[config.mk]
export PLATFORM = sky130hd
export DESIGN_NAME = brt_regs
export DESIGN_NICKNAME = d
export VERILOG_FILES = /design/src/brt_pkg.sv /design/src/brt_cycle_timer.sv /design/src/brt_iso_tick.sv /design/src/brt_regs.sv
export SDC_FILE = /design/constraint.sdc
export NUM_CORES = 1
export LEC_CHECK = 0
export BUFFER_PORTS_ARGS = -buffer_cell sky130_fd_sc_hd__buf_2
export CAP_MARGIN = 40
export CORE_MARGIN = 4
export CORE_UTILIZATION = 34
export CTS_CLUSTER_DIAMETER = 50
export DETAILED_ROUTE_END_ITERATION = 10
export GPL_TIMING_DRIVEN = 0
export MAX_ROUTING_LAYER = met4
export PLACE_DENSITY = 0.5
export REMOVE_ABC_BUFFERS = 1
export SKIP_LAST_GASP = 1
export SLEW_MARGIN = 30
export SYNTH_ARGS = -nofsm -noshare
export SYNTH_HDL_FRONTEND = slang
export SYNTH_SLANG_ARGS = --single-unit
export TNS_END_PERCENT = 20
[constraint.sdc]
create_clock -name pclk -period 4.9 [get_ports pclk]
set_clock_uncertainty 0.05 [all_clocks]
set_input_delay 0.49 -clock pclk [delete_from_list [all_inputs] [get_ports pclk]]
set_output_delay 0.49 -clock pclk [all_outputs]
set_load 0.02 [all_outputs]
[src/brt_pkg.sv]
// ****************************************************************
// Constants shared by the bus reset and time limit register bank.
// ****************************************************************
package brt_pkg;

    // ************************************************************
    // Register byte offsets on the APB port.
    // ************************************************************
    localparam logic [11:0] BRT_BUS_RESET_STATUS_OFF = 12'h024;
    localparam logic [11:0] BRT_TIME_LIMITS_OFF = 12'h028;
    localparam logic [11:0] BRT_IRQ_STATUS_OFF = 12'h040;
    localparam logic [11:0] BRT_IRQ_MASK_OFF = 12'h044;

    // ************************************************************
    // Field positions; each is the register bit that holds field bit 0.
    // ************************************************************
    localparam int BRT_BUS_INDEX_LSB = 22;
    localparam int BRT_NODE_INDEX_LSB = 16;
    localparam int BRT_FAULT_LSB = 12;
    localparam int BRT_NODE_TOTAL_LSB = 6;
    localparam int BRT_RM_NODE_LSB = 0;
    localparam int BRT_WAIT_LIMIT_LSB = 16;
    localparam int BRT_RETRY_GAP_LSB = 8;
    localparam int BRT_RETRY_LIMIT_LSB = 4;
    localparam int BRT_FETCH_DELAY_LSB = 0;

    // ************************************************************
    // Values after reset.
    // ************************************************************
    localparam logic [31:0] BRT_BUS_RESET_STATUS_RST = 32'hffff003f;
    localparam logic [31:0] BRT_TIME_LIMITS_RST = 32'h032008e0;
    localparam logic [3:0] BRT_IRQ_MASK_RST = 4'h0;

    // ************************************************************
    // Self-ID check result codes; 4'h9 to 4'he are reserved.
    // ************************************************************
    localparam logic [3:0] BRT_FAULT_NONE = 4'h0;
    localparam logic [3:0] BRT_FAULT_CHILD_STATUS = 4'h1;
    localparam logic [3:0] BRT_FAULT_ID_ORDER = 4'h2;
    localparam logic [3:0] BRT_FAULT_INVERSE = 4'h3;
    localparam logic [3:0] BRT_FAULT_TWO_GAPS = 4'h4;
    localparam logic [3:0] BRT_FAULT_ARB_GAP = 4'h5;
    localparam logic [3:0] BRT_FAULT_ID_MISMATCH = 4'h6;
    localparam logic [3:0] BRT_FAULT_PAIR_ORDER = 4'h7;
    localparam logic [3:0] BRT_FAULT_LEAD_BITS = 4'h8;
    localparam logic [3:0] BRT_FAULT_GAP_COUNT = 4'hf;

    // ************************************************************
    // Interrupt status bit positions.
    // ************************************************************
    localparam int BRT_IRQ_BUS_RESET = 0;
    localparam int BRT_IRQ_FAULT = 1;
    localparam int BRT_IRQ_RESP_TIMEOUT = 2;
    localparam int BRT_IRQ_RETRY_EXHAUSTED = 3;
    localparam int BRT_IRQ_W = 4;

    // ************************************************************
    // Timing: one isochronous cycle in clock periods.
    // ************************************************************
    localparam int BRT_CLK_PERIOD_NS = 20;
    localparam int BRT_ISO_CYCLE_NS = 125000;
    localparam int BRT_ISO_CYCLE_CLKS = BRT_ISO_CYCLE_NS / BRT_CLK_PERIOD_NS;

    // Retry engine states.
    typedef enum logic [2:0]
    {
        BRT_RETRY_IDLE = 3'b001,
        BRT_RETRY_GAP = 3'b010,
        BRT_RETRY_ACK = 3'b100
    } brt_retry_state_type;

endpackage

[src/brt_cycle_timer.sv]
`timescale 1ns/100ps
`default_nettype none
// ****************************************************************
// Down counter of isochronous ticks with a one-cycle expiry pulse.
// ****************************************************************
module brt_cycle_timer
    import brt_pkg::*;
#(
    parameter int W = 8
)
(
    input wire logic pclk,
    input wire logic presetn,
    input wire logic start,
    input wire logic abort,
    input wire logic [W-1:0] load,
    input wire logic tick,
    output logic busy,
    output logic expired
);
    logic [W-1:0] cnt_reg;
    logic run_reg;
    logic expired_reg;

    // Start wins over abort so that a restart is never lost.
    always_ff @(posedge pclk or negedge presetn)
    begin
        if (!presetn)
        begin
            cnt_reg <= '0;
            run_reg <= 1'b0;
            expired_reg <= 1'b0;
        end
        else
        begin
            expired_reg <= 1'b0;
            if (start)
            begin
                cnt_reg <= load;
                run_reg <= 1'b1;
            end
            else if (abort)
                run_reg <= 1'b0;
            else if (run_reg && cnt_reg == '0)
            begin
                run_reg <= 1'b0;
                expired_reg <= 1'b1;
            end
            else if (run_reg && tick)
                cnt_reg <= cnt_reg - 1'b1;
        end
    end

    assign busy = run_reg;
    assign expired = expired_reg;
endmodule // brt_cycle_timer
`default_nettype wire

[src/brt_iso_tick.sv]
`timescale 1ns/100ps
`default_nettype none
// ****************************************************************
// Free-running isochronous cycle tick generator.
// ****************************************************************
module brt_iso_tick
    import brt_pkg::*;
#(
    parameter int CYCLE_CLKS = BRT_ISO_CYCLE_CLKS
)
(
    input wire logic pclk,
    input wire logic presetn,
    output logic tick
);
    localparam int CNT_W = (CYCLE_CLKS > 1) ? $clog2(CYCLE_CLKS) : 1;
    localparam logic [CNT_W-1:0] LAST = CNT_W'(CYCLE_CLKS - 1);

    logic [CNT_W-1:0] cnt_reg;
    logic tick_reg;

    // Count clocks and pulse once per cycle period.
    always_ff @(posedge pclk or negedge presetn)
    begin
        if (!presetn)
        begin
            cnt_reg <= '0;
            tick_reg <= 1'b0;
        end
        else
        begin
            tick_reg <= (cnt_reg == LAST);
            cnt_reg <= (cnt_reg == LAST) ? '0 : cnt_reg + 1'b1;
        end
    end

    assign tick = tick_reg;
endmodule // brt_iso_tick
`default_nettype wire

[src/brt_regs.sv]
`timescale 1ns/100ps
`default_nettype none
module brt_regs
    import brt_pkg::*;
#(
    parameter int ISO_CYCLE_CLKS = BRT_ISO_CYCLE_CLKS
)
(
    input wire logic pclk,
    input wire logic presetn,
    input wire logic psel,
    input wire logic penable,
    input wire logic pwrite,
    input wire logic [11:0] paddr,
    input wire logic [31:0] pwdata,
    output logic [31:0] prdata,
    output logic pready,
    output logic pslverr,
    input wire logic bus_reset_done,
    input wire logic [9:0] new_bus_index,
    input wire logic [5:0] new_node_index,
    input wire logic [3:0] new_fault,
    input wire logic [5:0] new_node_total,
    input wire logic [5:0] new_rm_node,
    output logic [9:0] bus_index,
    output logic [5:0] local_node_index,
    input wire logic resp_start,
    input wire logic resp_received,
    output logic resp_timeout,
    input wire logic tx_ack_valid,
    input wire logic tx_ack_busy,
    output logic retransmit_req,
    output logic retry_exhausted,
    input wire logic fetch_req,
    output logic fetch_go,
    output logic irq
);
    // ************************************************************
    // Register storage and bus decode.
    // ************************************************************
    logic [31:0] status_reg;
    logic [31:0] limits_reg;
    logic [BRT_IRQ_W-1:0] irq_status_reg;
    logic [BRT_IRQ_W-1:0] irq_mask_reg;
    logic [31:0] prdata_reg;
    logic [BRT_IRQ_W-1:0] irq_event;
    logic setup_phase;
    logic wr_access;
    logic hit_status;
    logic hit_limits;
    logic hit_irq_status;
    logic hit_irq_mask;
    logic mapped;

    assign setup_phase = psel && !penable;
    assign wr_access = psel && penable && pwrite;
    assign hit_status = (paddr == BRT_BUS_RESET_STATUS_OFF);
    assign hit_limits = (paddr == BRT_TIME_LIMITS_OFF);
    assign hit_irq_status = (paddr == BRT_IRQ_STATUS_OFF);
    assign hit_irq_mask = (paddr == BRT_IRQ_MASK_OFF);
    assign mapped = hit_status || hit_limits || hit_irq_status
        || hit_irq_mask;

    // Zero wait states; unmapped addresses fail in the access phase.
    assign pready = 1'b1;
    assign pslverr = psel && penable && !mapped;
    assign prdata = prdata_reg;

    // ************************************************************
    // Field views of the two registers.
    // ************************************************************
    logic [15:0] wait_limit;
    logic [7:0] retry_gap;
    logic [3:0] retry_limit;
    logic [3:0] fetch_delay;

    assign bus_index = status_reg[BRT_BUS_INDEX_LSB +: 10];
    assign local_node_index = status_reg[BRT_NODE_INDEX_LSB +: 6];
    assign wait_limit = limits_reg[BRT_WAIT_LIMIT_LSB +: 16];
    assign retry_gap = limits_reg[BRT_RETRY_GAP_LSB +: 8];
    assign retry_limit = limits_reg[BRT_RETRY_LIMIT_LSB +: 4];
    assign fetch_delay = limits_reg[BRT_FETCH_DELAY_LSB +: 4];

    // Read data is latched in the setup phase, stable in the access.
    always_ff @(posedge pclk or negedge presetn)
    begin
        if (!presetn)
            prdata_reg <= '0;
        else if (setup_phase)
        begin
            unique case (1'b1)
                hit_status: prdata_reg <= status_reg;
                hit_limits: prdata_reg <= limits_reg;
                hit_irq_status: prdata_reg <= 32'(irq_status_reg);
                hit_irq_mask: prdata_reg <= 32'(irq_mask_reg);
                default: prdata_reg <= '0;
            endcase
        end
    end

    // power-up value, other bits kept
    // The completion strobe wins over a simultaneous host write of the
    // bus index, so software must rewrite it after each bus reset.
    always_ff @(posedge pclk or negedge presetn)
    begin
        if (!presetn)
            status_reg <= BRT_BUS_RESET_STATUS_RST;
        else if (bus_reset_done)
        begin
            status_reg[BRT_BUS_INDEX_LSB +: 10] <= new_bus_index;
            status_reg[BRT_NODE_INDEX_LSB +: 6] <= new_node_index;
            status_reg[BRT_FAULT_LSB +: 4] <= new_fault;
            status_reg[BRT_NODE_TOTAL_LSB +: 6] <= new_node_total;
            status_reg[BRT_RM_NODE_LSB +: 6] <= new_rm_node;
        end
        else if (wr_access && hit_status)
            status_reg[BRT_BUS_INDEX_LSB +: 10] <=
                pwdata[BRT_BUS_INDEX_LSB +: 10];
    end

    // power-up value, untouched by bus reset
    always_ff @(posedge pclk or negedge presetn)
    begin
        if (!presetn)
            limits_reg <= BRT_TIME_LIMITS_RST;
        else if (wr_access && hit_limits)
            limits_reg <= pwdata;
    end

    // ************************************************************
    // Interrupt status and mask.
    // ************************************************************
    logic fault_seen;

    // any nonzero code flags a fault
    assign fault_seen = bus_reset_done && (new_fault != BRT_FAULT_NONE);

    always_comb
    begin
        irq_event = '0;
        irq_event[BRT_IRQ_BUS_RESET] = bus_reset_done;
        irq_event[BRT_IRQ_FAULT] = fault_seen;
        irq_event[BRT_IRQ_RESP_TIMEOUT] = resp_timeout;
        irq_event[BRT_IRQ_RETRY_EXHAUSTED] = retry_exhausted;
    end

    // Write one to clear; a new event in the same cycle wins.
    always_ff @(posedge pclk or negedge presetn)
    begin
        if (!presetn)
            irq_status_reg <= '0;
        else if (wr_access && hit_irq_status)
            irq_status_reg <= (irq_status_reg & ~pwdata[BRT_IRQ_W-1:0])
                | irq_event;
        else
            irq_status_reg <= irq_status_reg | irq_event;
    end

    always_ff @(posedge pclk or negedge presetn)
    begin
        if (!presetn)
            irq_mask_reg <= BRT_IRQ_MASK_RST;
        else if (wr_access && hit_irq_mask)
            irq_mask_reg <= pwdata[BRT_IRQ_W-1:0];
    end

    assign irq = |(irq_status_reg & irq_mask_reg);

    // ************************************************************
    // Cycle tick and the three delay timers.
    // ************************************************************
    logic iso_tick;
    logic resp_busy;
    logic gap_start;
    logic gap_expired;
    logic fetch_busy;
    logic [16:0] resp_load;

    brt_iso_tick #(.CYCLE_CLKS(ISO_CYCLE_CLKS)) u_tick
    (
        .pclk(pclk),
        .presetn(presetn),
        .tick(iso_tick)
    );

    // expire only once the limit is exceeded
    // The tick is free running, so the first counted cycle may be short.
    assign resp_load = {1'b0, wait_limit} + 17'h00001;

    brt_cycle_timer #(.W(17)) u_resp_timer
    (
        .pclk(pclk),
        .presetn(presetn),
        .start(resp_start),
        .abort(resp_received),
        .load(resp_load),
        .tick(iso_tick),
        .busy(resp_busy),
        .expired(resp_timeout)
    );

    // gap between busy ack and retry
    brt_cycle_timer #(.W(8)) u_gap_timer
    (
        .pclk(pclk),
        .presetn(presetn),
        .start(gap_start),
        .abort(1'b0),
        .load(retry_gap),
        .tick(iso_tick),
        .busy(),
        .expired(gap_expired)
    );

    // delay before the command block fetch
    brt_cycle_timer #(.W(4)) u_fetch_timer
    (
        .pclk(pclk),
        .presetn(presetn),
        .start(fetch_req),
        .abort(1'b0),
        .load(fetch_delay),
        .tick(iso_tick),
        .busy(fetch_busy),
        .expired(fetch_go)
    );

    // ************************************************************
    // Busy retry engine.
    // ************************************************************
    brt_retry_state_type state_reg;
    logic [3:0] tries_reg;
    logic retx_reg;
    logic exhausted_reg;
    logic busy_ack;

    assign busy_ack = tx_ack_valid && tx_ack_busy;
    // zero limit never starts a gap
    assign gap_start = busy_ack && (retry_limit != 4'h0)
        && ((state_reg == BRT_RETRY_IDLE)
        || (state_reg == BRT_RETRY_ACK && tries_reg < retry_limit));

    // retry up to the limit, stop early
    always_ff @(posedge pclk or negedge presetn)
    begin
        if (!presetn)
        begin
            state_reg <= BRT_RETRY_IDLE;
            tries_reg <= 4'h0;
            retx_reg <= 1'b0;
            exhausted_reg <= 1'b0;
        end
        else
        begin
            retx_reg <= 1'b0;
            exhausted_reg <= 1'b0;
            unique case (state_reg)
                BRT_RETRY_IDLE:
                begin
                    tries_reg <= 4'h0;
                    if (gap_start)
                        state_reg <= BRT_RETRY_GAP;
                    else if (busy_ack)
                        exhausted_reg <= 1'b1;
                end
                BRT_RETRY_GAP:
                begin
                    if (gap_expired)
                    begin
                        retx_reg <= 1'b1;
                        tries_reg <= tries_reg + 4'h1;
                        state_reg <= BRT_RETRY_ACK;
                    end
                end
                BRT_RETRY_ACK:
                begin
                    if (gap_start)
                        state_reg <= BRT_RETRY_GAP;
                    else if (tx_ack_valid)
                    begin
                        exhausted_reg <= tx_ack_busy;
                        state_reg <= BRT_RETRY_IDLE;
                    end
                end
            endcase
        end
    end

    assign retransmit_req = retx_reg;
    assign retry_exhausted = exhausted_reg;
endmodule // brt_regs
`default_nettype wire

==> reports/summary.txt <==
status -> finished, final reports clean
maximum clock path buffer count -> 2
worst-path cell chain -> inv_1, ha_1, a211oi_2, nor3_1, or4_4, mux2_4
Final #Nets -> 947
Power Density -> 325 mW/mm2
number of clock sinks -> 162
I/O pin count -> 142
initial core utilization -> 35.0%
xor and xnor area share after synthesis -> 4.26%
Synth Area in Simple Gates -> 16.3%
part of the cycle the worst path needs -> 46.7%
CP Capture Type -> register
number of global-route vias before repair -> 6,124
Critical Path RT -> 5.15 ns
Crit path arrival time -> 2.54 ns
met3 Usage GRT -> 3.50%
CTS tree -> done
CP delay by family, top -> simple AND/OR/NAND/NOR gates
post-place setup slack -> 2.24 ns
Peak VDD IR -> 0.000188 V
first-pass GRT wire length -> 33,900 um
final setup TNS -> 0 ns
Die H -> 162 um
routed length per placed instance -> 17.8 um
Die X -> 162 um
worst-path fanout max -> 11
share of the synthesized area in the top cell type -> 41.2%
clk slew on worst S/H paths -> 0.06 ns
synthesized flop and latch total -> 162
Tmin final -> 2.29 ns
input/output buffers -> 140
f_max -> 437 MHz
largest area contributor in the netlist -> dfrtp_1
H-tree Lvls -> 4
Yosys Warn Count -> 0
WS Path Type -> reg -> reg
Syn-to-layout area delta -> 20.8%
Slew Limit Fails -> 0
Initial DRT Pass Iterations -> 6
Pleak -> 4.53 nW
Setup violations, final -> 0
Max Cap Viol -> 0
WP buf/inv -> 1
largest net degree at the start of global routing -> 76
post-route ant nets -> 0
Slowest Stage Delay on Critical Path -> 0.61 ns
final wirelength -> 20,900 um
# placed instances -> 1,141
post-synthesis cell type count -> 65
Post-synth top flop -> dfrtp_1
CTS Buf Count -> 17
CP Depth -> 6
slew of the pin with the lowest slew margin -> 0.864 ns
cts repair resizes -> 0
Adder-Cell Fraction of Synth Area -> 1.87%
top post-synthesis cells by area -> dfrtp_1, dfstp_2, mux2_2
CP max stage cell -> or4_4
R2R cell count -> 6
Detailed Place HPWL -> 14,700 um
full die area -> 0.0261 mm2
Hold Violations, Final -> 0
Vias per Instance -> 5.02
initial DRC count -> 288
count leader, synth -> dfrtp_1
Syn Area/Cell -> 11.0 um2
gpl congestion -> 0.822
GRT overflow -> 0
sequential-to-total area share from yosys stat -> 51.0%
mapped cell area -> 0.00802 mm2
Util after Layout -> 42.3%
Placeable Area -> 0.0229 mm2
clk_lat worst skew -> 0.42 ns
Post-synth EDFFs -> 0
drt drc -> 0
ys async rst share -> 100%
vias -> 5,906
layer with the highest usage -> met2
Hold Path Depth -> 3
final std cells w/o fill -> 1,176
RSZ-0062 raised after global routing -> false
Hold Path Class -> in -> reg
normalized max-slew margin -> 41.9%
Global Route met2 Usage -> 27.5%
initial antenna violation count -> 2
GRT met1 Usage -> 21.5%
multiplexer share of the synthesized area -> 12.8%
GRT Total Usage -> 16.8%
Synth top cells by count -> dfrtp_1, nor2_1, mux2_2
layout cell share with drive strength beyond 1 -> 34.1%
largest family of logic cells by synthesized area -> simple AND/OR/NAND/NOR gates
CTS root buf -> clkbuf_16
Setup crit start kind -> register
Synth Area in Compound Gates -> 9.25%
Syn Inst Count -> 731
FP Rows -> 55
worst setup margin -> 2.61 ns
path summary, 6_finish.rpt:
kind	start	end	slack, ns
worst max register to register	limits_reg[5]$_DFFE_PN1P_	u_gap_timer.cnt_reg[4]$_DFFE_PN0P_	2.61
worst min-delay path	new_bus_index[8]	status_reg[30]$_DFFE_PN1P_	0.24
worst min register to register	prdata[0]$_DFFE_PN0P_	prdata[0]$_DFFE_PN0P_	0.44
worst max-delay path	limits_reg[5]$_DFFE_PN1P_	u_gap_timer.cnt_reg[4]$_DFFE_PN0P_	2.61
max in group asynchronous	presetn	state_reg[0]$_DFFE_PN1P_	3.31
min in group asynchronous	presetn	prdata[30]$_DFFE_PN0P_	0.47
placed cells by master, fill, tap and decap left out, types with 12 or more instances in the layout:
cell	Yosys	layout
a21oi_1	13	13
ha_1	12	12
clkbuf_16	0	17
nor4_1	14	14
dfstp_2	30	30
o21ai_0	30	30
xnor2_1	22	22
nor3_1	18	18
nor2_1	85	84
nand3_1	21	21
nand2_1	48	47
dfrtp_1	132	132
xor2_1	17	17
inv_1	20	20
mux2i_1	20	20
mux2_2	64	64
a221oi_1	29	29
buf_2	11	138
logic make-up after synthesis:
kind of cell	count (synthesis)
flip-flops	162
buffers and inverters	70
other	1
multiplexers	91
AND/OR/NAND/NOR	250
AO/OA/AOI/OAI	106
XOR/XNOR	39
adder cells (fa/ha/maj)	12
power by group:
part           internal, mW  switching, mW
sequential             1.41         0.0377
combinational         0.116          0.177
clock                 0.858          0.549
total                  2.38          0.763
worst register-to-register path: cells and delay by family (launching register included):
kind / cells / cell delay, ns
simple gates: 2 / 0.69
flops: 1 / 0.56
mux: 1 / 0.34
fa+ha+maj: 1 / 0.29
compound gates: 1 / 0.21
buf+inv: 1 / 0.05
per-layer routing:
metal / wire length, um / vias to the layer above
met5: 0 / -
met4: 221 / 0
met3: 815 / 17
met2: 10200 / 108
met1: 9690 / 2946
li1: - / 2835
timing repair:
action / in CTS / in global routing
endpoints found under the hold margin: 27 / 0
hold buffers: 1 / 0
setup buffers: 0 / 0
through the flow:
stage	power [mW]	hold WS [ns]	instance area (um2)
final	3.15	0.235	9690
after global routing	3.28	0.226	9690
after CTS	3.19	0.213	9680
after detailed placement	1.77	0.333	9060
after global placement	1.76	0.424	8830
after floorplan	1.60	0.144	7730
area by class of cell:
| type | instances | area [um2] |
|---|---|---|
| antenna | 2 | 5.00 |
| multi-input combinational | 499 | 3590 |
| timing repair buffer | 148 | 916 |
| fill | 2275 | 13200 |
| tap | 313 | 392 |
| clock buffer | 24 | 492 |
| sequential | 162 | 4090 |
| inverter | 20 | 75.1 |
| clock inverter | 8 | 124 |
Note: power is estimated with default switching activity, not from simulation.
